--- src/hdl/dcdm_cfg.svh ---
// Constants of the driver chain datagram multiplexer
// Functional notes
// - Bits leave in the order their codes sit in memory, from location zero.
// - A full separate signal set exists for each of three motors.
// - Codes 0-5 coil A DAC bits, 6 coil A polarity, 7 coil A fast decay.
// - Codes 8-13 coil B DAC bits, 14 coil B polarity, 15 coil B fast decay.
// - Code 18 sends current motor direction, 0 up/ccw, 1 down/cw.
// - Code 19 sends current motor step bit.
// - Unused codes 20 to 31 send constant one.
// - Code 16 sends constant zero, code 17 constant one.
// - Next-motor flag below last driver index and below index 2 advances the motor index.
// - Next-motor flag at last driver index ends datagram, index back to zero.
// - All signals are snapshotted before sending; bits come only from snapshot.
`ifndef DCDM_CFG_SVH
`define DCDM_CFG_SVH
`define DCDM_CFG_DEPTH 64
`define DCDM_ADDR_W 6
`define DCDM_CODE_W 5
`define DCDM_ENTRY_W 6
`define DCDM_FLAG_BIT 5
`define DCDM_MOTORS 3
`define DCDM_CODE_COILB 5'h08
`define DCDM_CODE_ZERO 5'h10
`define DCDM_CODE_ONE 5'h11
`define DCDM_CODE_DIR 5'h12
`define DCDM_CODE_STEP 5'h13
`define DCDM_IDX_RESET 2'h0
`endif

--- src/hdl/dcdm_pkg.sv ---
// Types shared by the driver chain datagram multiplexer
package dcdm_pkg;
  // Per-motor control signal set
  typedef struct packed {
    logic [5:0] coilADac;
    logic coil_a_polarity;
    logic coil_a_fast_decay;
    logic [5:0] coilBDac;
    logic coil_b_polarity;
    logic coil_b_fast_decay;
    logic direction;
    logic step;
  } dcdm_motor_s;
  // Configuration entry: next_motor_flag above the code
  typedef struct packed {
    logic next_motor_flag;
    logic [4:0] code;
  } dcdm_entry_s;
  typedef enum logic [1:0] {DCDM_IDLE, DCDM_SNAP, DCDM_SEND} dcdm_state_e;
endpackage

--- src/hdl/dcdm_select.sv ---
// Combinational signal selector for one configuration code
`timescale 1ns/1ps
`include "dcdm_cfg.svh"
module dcdm_select
  import dcdm_pkg::*;
(
  input wire dcdm_motor_s motor,
  input wire logic [4:0] code,
  output logic bitOut
);
  wire [7:0] coilA = {motor.coil_a_fast_decay, motor.coil_a_polarity,
                      motor.coilADac};
  wire [7:0] coilB = {motor.coil_b_fast_decay, motor.coil_b_polarity,
                      motor.coilBDac};
  wire isCoil = (code < `DCDM_CODE_ZERO);
  wire isCoilB = (code >= `DCDM_CODE_COILB);
  // Coil bits indexed by low three code bits, then constants and motion
  always_comb begin
    if (isCoil) begin
      bitOut = isCoilB ? coilB[code[2:0]] : coilA[code[2:0]];
    end else if (code == `DCDM_CODE_ZERO) begin
      bitOut = 1'b0;
    end else if (code == `DCDM_CODE_ONE) begin
      bitOut = 1'b1;
    end else if (code == `DCDM_CODE_DIR) begin
      bitOut = motor.direction;
    end else if (code == `DCDM_CODE_STEP) begin
      bitOut = motor.step;
    end else begin
      bitOut = 1'b1;
    end
  end
endmodule

--- src/hdl/dcdm_mux.sv ---
// Driver chain datagram multiplexer: config memory, snapshot, bit sequencer
//
// Chosen here: the register addresses and the address-and-strobe port.
`timescale 1ns/1ps
`include "dcdm_cfg.svh"
module dcdm_mux
  import dcdm_pkg::*;
(
  input wire logic mclk,
  input wire logic rst_b,
  input wire logic clkEn,
  input wire logic [5:0] cfgAddr,
  input wire logic [5:0] cfgWrData,
  input wire logic cfgWr,
  input wire logic cfgRd,
  output logic [5:0] cfgRdData,
  input wire dcdm_motor_s [2:0] motorSig,
  input wire logic [1:0] last_driver_index,
  input wire logic sendReq,
  input wire logic bitReady,
  output logic bitValid,
  output logic bitData,
  output logic frameLast,
  output logic busy
);
  // Config memory; not reset, host must load it first
  logic [5:0] cfgMem [0:`DCDM_CFG_DEPTH-1];
  dcdm_motor_s [2:0] snap;
  dcdm_state_e state;
  logic [5:0] rdPtr;
  logic [1:0] motorIdx;
  logic [1:0] lastIdx;
  wire dcdm_entry_s entry = dcdm_entry_s'(cfgMem[rdPtr]);
  wire logic selBit;
  // Index 2 is the last motor slot; a larger setting must not index past it
  wire logic atLast = (motorIdx >= lastIdx) || (motorIdx == 2'h2);
  wire logic endFrame = entry.next_motor_flag && atLast;
  wire logic bitTaken = (state == DCDM_SEND) && bitReady;
  // Selector sees only the snapshot of the current motor
  dcdm_select uSel (
    .motor(snap[motorIdx]),
    .code(entry.code),
    .bitOut(selBit)
  );
  // Host access to the config memory, allowed at any time
  always_ff @(posedge mclk) begin
    if (clkEn && cfgWr) begin
      cfgMem[cfgAddr] <= cfgWrData;
    end
  end
  always_ff @(posedge mclk or negedge rst_b) begin
    if (!rst_b) begin
      cfgRdData <= 6'h00;
    end else if (clkEn && cfgRd) begin
      cfgRdData <= cfgMem[cfgAddr];
    end
  end
  // Sequencer: snapshot, then walk memory from location zero
  always_ff @(posedge mclk or negedge rst_b) begin
    if (!rst_b) begin
      state <= DCDM_IDLE;
      rdPtr <= 6'h00;
      motorIdx <= `DCDM_IDX_RESET;
      lastIdx <= 2'h0;
      snap <= '0;
    end else if (clkEn) begin
      unique case (state)
        DCDM_IDLE: begin
          if (sendReq) begin
            state <= DCDM_SNAP;
          end
        end
        DCDM_SNAP: begin
          snap <= motorSig;
          lastIdx <= last_driver_index;
          rdPtr <= 6'h00;
          motorIdx <= `DCDM_IDX_RESET;
          state <= DCDM_SEND;
        end
        DCDM_SEND: begin
          if (bitTaken) begin
            rdPtr <= rdPtr + 6'h01;
            if (endFrame) begin
              motorIdx <= `DCDM_IDX_RESET;
              state <= DCDM_IDLE;
            end else if (entry.next_motor_flag) begin
              motorIdx <= motorIdx + 2'h1;
            end
          end
        end
      endcase
    end
  end
  // Stream outputs are combinational from registered state and snapshot
  assign bitValid = (state == DCDM_SEND);
  assign bitData = selBit;
  assign frameLast = (state == DCDM_SEND) && endFrame;
  assign busy = (state != DCDM_IDLE);
endmodule

--- config.mk ---
export PLATFORM = sky130hd
export DESIGN_NAME = dcdm_mux
export DESIGN_NICKNAME = d
export VERILOG_FILES = /design/src/hdl/dcdm_pkg.sv /design/src/hdl/dcdm_select.sv /design/src/hdl/dcdm_mux.sv
export VERILOG_INCLUDE_DIRS = /design/src /design/src/hdl
export SDC_FILE = /design/constraint.sdc
export NUM_CORES = 1
export LEC_CHECK = 0
export CAP_MARGIN = 20
export CORE_MARGIN = 2
export CORE_UTILIZATION = 27
export DETAILED_ROUTE_END_ITERATION = 6
export DONT_BUFFER_PORTS = 1
export MAX_ROUTING_LAYER = met4
export PLACE_DENSITY = 0.47
export SKIP_LAST_GASP = 1
export SLEW_MARGIN = 0
export SYNTH_ARGS = -nofsm -noshare
export SYNTH_HDL_FRONTEND = slang
export SYNTH_SLANG_ARGS = --single-unit
--- constraint.sdc ---
create_clock -name mclk -period 5 [get_ports mclk]
set_clock_uncertainty 0.1 [all_clocks]
set_input_delay 0.75 -clock mclk [delete_from_list [all_inputs] [get_ports mclk]]
set_output_delay 0.75 -clock mclk [all_outputs]
set_load 0.05 [all_outputs]
# Word level (Yosys, flattened, before mapping)
# Memory sizes are Yosys's and may differ from the RTL's. A register that Yosys moved wholly into a read port is not among the register bits.
# Cells that the tools add are included.
# word_totals
register_bits	66
latchBits	0
rom_bits	0
mem_bits_rw	384
input_bits	75
mem_count	1
out_inout_bits	10
# mem_list
name	depth	width	rd	rd_ports_with_merged_regs	wr	line_no	text
cfgMem	64	6	2	1	1	dcdm_mux.sv:27	logic [5:0] cfgMem [0:`DCDM_CFG_DEPTH-1];
# classes
eq_ne	11
n_div	0
multipliers	0
shifts	0
magnitude_cmp	5
bitwise	0
mux	24
n_reduce_logical	14
addsub	2
# op_table
cell	count
binary-select mux 18 bit (select 2 bit)	1
equality test 5 bit (second input constant)	4
two-way mux 18 bit	1
two-way mux 2 bit	6
one-hot mux 6 bit (2 select lines)	1
two-way mux 1 bit	10
AND reduction 4 bit	2
adder 6 x 1 -> 6 bit (second input constant)	1
binary-select mux 1 bit (select 3 bit)	2
two-way mux 6 bit	1
one-hot mux 2 bit (3 select lines)	1
greater-or-equal comparator 5 x 4 -> 1 bit (second input constant)	1
logical AND 1 bit	5
< comparator 5 bit (second input constant)	1
equality test 2 bit (second input constant)	2
< comparator 3 x 4 -> 1 bit (second input constant)	1
inequality test 2 x 1 -> 1 bit (second input constant)	2
one-hot mux 2 bit (2 select lines)	1
nonzero test 2 bit	2
< comparator 2 x 3 -> 1 bit (second input constant)	1
inequality test 3 x 1 -> 1 bit (second input constant)	1
AND reduction 3 bit	1
adder 2 x 1 -> 2 bit (second input constant)	1
equality test 2 x 1 -> 1 bit (second input constant)	1
6 further kinds	6

# Logic depth before layout (Yosys ltp)
# logic_depth
depth_word	7
mapped_depth	14

# Hierarchy
# A second synthesis with hierarchy kept.
# unflattened
hier_cells	1293
hier_area_um2	21669.5
# by_module_without_submodules
mod	seq_area_each_um2	area_each_um2	cells_per_inst	n_inst
dcdm_mux	13332.8	21505.6	1282	1
dcdm_select	0.0	163.9	11	1

# Worst setup path before layout
# OpenSTA, ideal clock, no wires.
# synth_timing
path_kind	reg2out
from	reg rdPtr[1]
to	out bitData
slack_ns	1.102
arrival_ns	3.048
t_required_ns	4.150
stages_incl_launch_ff	11
cell_sequence	dfrtp_1 > buf_2 > or3b_2 > clkbuf_1 > o221ai_1 > a211oi_1 > nor4b_2 > nor2_1 > o21ai_0 > o2111ai_1 > o211ai_1
# synth_via
elab_chain_cells	7
# synth_rtl
element	line_no	text
from (decl)	dcdm_mux.sv:30	logic [5:0] rdPtr;
from (signal assigned)	dcdm_mux.sv:82	rdPtr <= rdPtr + 6'h01;
memory read (64 x 6 bit) (*)	--	
equality test 5 bit (no line)	--	
two-way mux 1 bit	dcdm_select.sv:27	end else if (code == `DCDM_CODE_STEP) begin
two-way mux 1 bit	dcdm_select.sv:25	end else if (code == `DCDM_CODE_DIR) begin
two-way mux 1 bit	dcdm_select.sv:23	end else if (code == `DCDM_CODE_ONE) begin
two-way mux 1 bit	dcdm_select.sv:21	end else if (code == `DCDM_CODE_ZERO) begin
two-way mux 1 bit (*)	dcdm_select.sv:19	if (isCoil) begin
to (decl)	dcdm_mux.sv:22	output logic bitData,
# Every way passes the cells marked *; elsewhere a longest branch is shown, timed or not. The select of a mux whose other input is x is not followed.

# Final worst setup path
# Same ends and word-level chain as after synthesis.

==> impl_metrics.py <==
metrics = {
    "critical_path": {
        "timing.critical_path.mode_cell": "nand3_1",
        "critPathKind": "register to output pin",
        "worst_setup_sp_type": "register",
        "crit_path_cell_trace": "or3b_2 > o221a_2 > nand3_1 > nand3_1 > nor2_1 > mux2i_1 > o2111ai_1 > o211ai_1 > buf_4",
        "critPathCaptureType": "output pin",
        "cp.required_ns": 4.15,
        "cp_data_arrival_time_ns": 4.03,
        "critical_path.max_fanout": 13,
        "crit_path_max_delay_cell_type": "or3b_2",
        "stage_delay_of_the_slowest_cell_on_the_critical_path_ns": 0.68,
    },
    "sta": {
        "grt_setup_unrepaired": "no",
        "final_min_period_over_clock_period": 0.977,
        "layout_min_cycle_time_ns": 4.88,
        "worst-slew-pin-transition_ns": 1.11,
        "max-slew-margin-rel": 0.254,
        "fin_tns_setup_ns": 0,
        "finalHoldViolations": 0,
        "maximum_achievable_frequency_mhz": 205,
        "slew_viol_final": 0,
        "setup_viol": 0,
        "final.hold.worst_slack_ns": 0.142,
    },
    "hold_path": {
        "hold_path_class": "input pin to register",
    },
    "placement": {
        "place.gp.congestion": 0.892,
        "dp_hpwl_um": 47600,
        "port-buffer-count": 0,
    },
    "detailed_routing": {
        "detail-route-antenna-nets": 0,
        "drt_pass1_iterations": 6,
        "remaining_drc_errors": 0,
        "routed_via_count_divided_by_cell_count": 5.59,
        "initialDrtViolationCount": 1588,
        "route.detailed.wl_per_inst_um": 30.3,
        "via_count": 13596,
        "routed_wl_um": 73700,
    },
    "grt": {
        "global_route_total_usage_across_every_layer": 0.187,
        "grt.overflow.total": 0,
        "largest_net_degree_at_the_start_of_global_routing": 73,
        "grt_pass1_vias": 13750,
        "number_of_antenna_violations_at_the_first_check_in_global_routing": 3,
        "grt_pass1_wl_um": 104000,
    },
    "synthesis": {
        "synth_edf_count": 384,
        "netlist_top_cells_area": "edfxtp_1 (55%), dfrtp_1 (8.6%), mux4_2 (8.1%), a22oi_1 (6.3%), mux2_2 (3.4%)",
        "synth_common_cells": "edfxtp_1 (384), a22oi_1 (175), nor2_1 (89)",
        "syn-mean-instance-area_um2": 15.6,
        "netlist.area_leader.share": 0.552,
        "synth_largest_area_cell": "edfxtp_1",
        "synth_async_sr_flop_share": 0.158,
        "number_of_register_bits_inferred_by_synthesis": 456,
        "synth-seq-area-share": 0.638,
        "syn-instance-count": 1338,
        "postSynth.topFlopCell": "edfxtp_1",
        "ys.warnings.count": 0,
        "top_count_cell_post_synth": "edfxtp_1",
        "mappedNetlistNets": 1421,
        "netlist-cell-type-count": 63,
        "netlist_area_um2": 20900,
    },
    "outcome": {
        "status": "complete, no violations",
    },
    "cts": {
        "cts.reportedPaths.clkPinSlew_ns": 0.06,
        "clock_insertion_delay_worst_skew_ns": 0.61,
        "cts_sinks": 456,
        "cts.path.max_buffers": 3,
        "clock_tree.root_cell": "clkbuf_16",
        "tritoncts_buffer_count": 51,
        "cts_tree": "built",
        "number_of_levels_in_the_clock_h_tree": 2,
    },
    "cells_and_area": {
        "flow.area_growth_from_synthesis_pct": 14.8,
        "post_route_cells_drive_above_1_share": 0.211,
        "num-nets-final": 1435,
        "fill_cell_total_of_the_finished_layout": 7582,
    },
    "pwr": {
        "p_clk_frac": 0.349,
        "power_leakage_nw": 7.26,
        "vdd_drop_max_uv": 248,
        "power_density_nw_per_um2": 442,
        "total_switching_power_mw": 3.00,
        "p_comb_frac": 0.216,
        "intPower_mw": 7.61,
        "power_frac_seq": 0.435,
        "sw_frac_of_total": 0.283,
    },
    "floorplan": {
        "floorplan.rows": 102,
        "die_y_um": 282,
        "floorplan.core_area_um2": 77100,
        "die_width_um": 282,
        "initial_utilization": 0.271,
        "die-area_um2": 79700,
        "io-pin-count": 85,
    },
    "flow_run": {
        "drv.max_cap_violation_count": 0,
    },
}
-- area by class of cell --
| type | instances | area, µm² | area share |
|---|---|---|---|
| inverters | 10 | 37.5 | 0.00156 |
| multi-input cells | 774 | 7090 | 0.295 |
| flip-flops and latches | 456 | 13300 | 0.556 |
| clock buffers | 62 | 1380 | 0.0575 |
| diodes | 2 | 5.00 | 0.000208 |
| repair buffers | 59 | 602 | 0.0251 |
| well taps | 1040 | 1300 | 0.0542 |
| clock inverters | 31 | 246 | 0.0103 |
-- metal layers --
metal,up-vias,GRT usage,share of wire
li1,5590,-,-
met2,768,0.297,0.47
met5,-,-,0
met4,0,0.0597,0.031
met3,137,0.0431,0.094
met1,7101,0.238,0.40
-- flip-flops by register name (all words and copies together) (netlist names) --
register,count
cfgRdData,6
state,2
motorIdx,2
rdPtr,6
cfgMem,384
snap,54
lastIdx,2
-- timing repair --
action,4_1_cts,5_1_grt
setup buffers,0,3
resized for setup,2,2
hold buffers,2,0
cloned,1,0
hold endpoints to repair,72,0
endpoints found under the setup margin,1,1
-- power by group through the flow --
| stage | sequential [mW] | combinational [mW] | clock (mW) |
|---|---|---|---|
| after detailed placement | 4.71 | 2.19 | 0 |
| after floorplan | 4.60 | 1.70 | 0 |
| final | 4.62 | 2.29 | 3.70 |
| after global routing | 4.65 | 2.44 | 3.90 |
| after global placement | 4.70 | 2.19 | 0 |
| after CTS | 4.64 | 2.27 | 3.77 |
-- critical path, delay by kind of cell (launching register included) --
kind,cells,cell delay (ns)
compound gates,3,0.78
simple gates,4,1.49
buf+inv,1,0.26
mux,1,0.30
flops,1,0.58
-- layout by cell type (no fill, tap or decap), types with 9 or more instances in the layout --
master     synthesis  final
inv_1             10     10
clkinv_1           0     12
nand2_1           39     38
nor2_1            89     89
mux4_1            12     12
mux2_2            64     64
a22o_1            15     15
o221ai_1          11     11
dfrtp_1           72     70
o21ai_0           29     29
a21oi_1           15     15
a22oi_1          175    175
mux4_2            75     75
mux2i_1           63     63
buf_4              2     47
a31oi_1           14     14
clkbuf_16          0     54
a41oi_1           31     31
nand4_1           10     10
a221oi_1          20     20
and2_1             9      9
edfxtp_1         384    384
-- cell families (layout without fill, tap and decap cells) --
kind of cell,after synthesis,after routing,synth area share
AOI/OAI and AO/OA,351,351,0.126
adders and majority gates,8,8,0.00479
buffers and inverters,108,162,0.0251
DFF,456,456,0.638
muxes,215,215,0.161
other,0,2,0
and+or+nand+nor,200,200,0.0457
-- final timing paths --
check | from | endpoint | slack [ns] | cells past startpoint
min in group asynchronous | rst_b | snap[19] | 0.61 | 2
hold reg to reg | snap[7] | snap[7] | 0.41 | 1
setup reg to reg | rdPtr[0] | state[1] | 1.59 | 9
hold / removal | cfgWrData[1] | cfgMem[14][1] | 0.14 | 0
max in group asynchronous | rst_b | rdPtr[0] | 3.80 | 2
setup / recovery | rdPtr[1] | bitData | 0.12 | 9
-- per-stage QoR --
step           instance area, µm²  setup WS, ns  power (mW)   util  cells
2_1_floorplan               20900          1.10        6.29      -   1338
3_3_place_gp                22300         0.432        6.89  0.289   2333
3_5_place_dp                22300         0.449        6.90  0.289   2333
4_1_cts                     24000        0.0150        10.7  0.311   2429
5_1_grt                     24000       0.00566        11.0  0.311   2434
6_report                    24000         0.115        10.6  0.311   2434
Note: power is estimated with default switching activity, not from simulation.
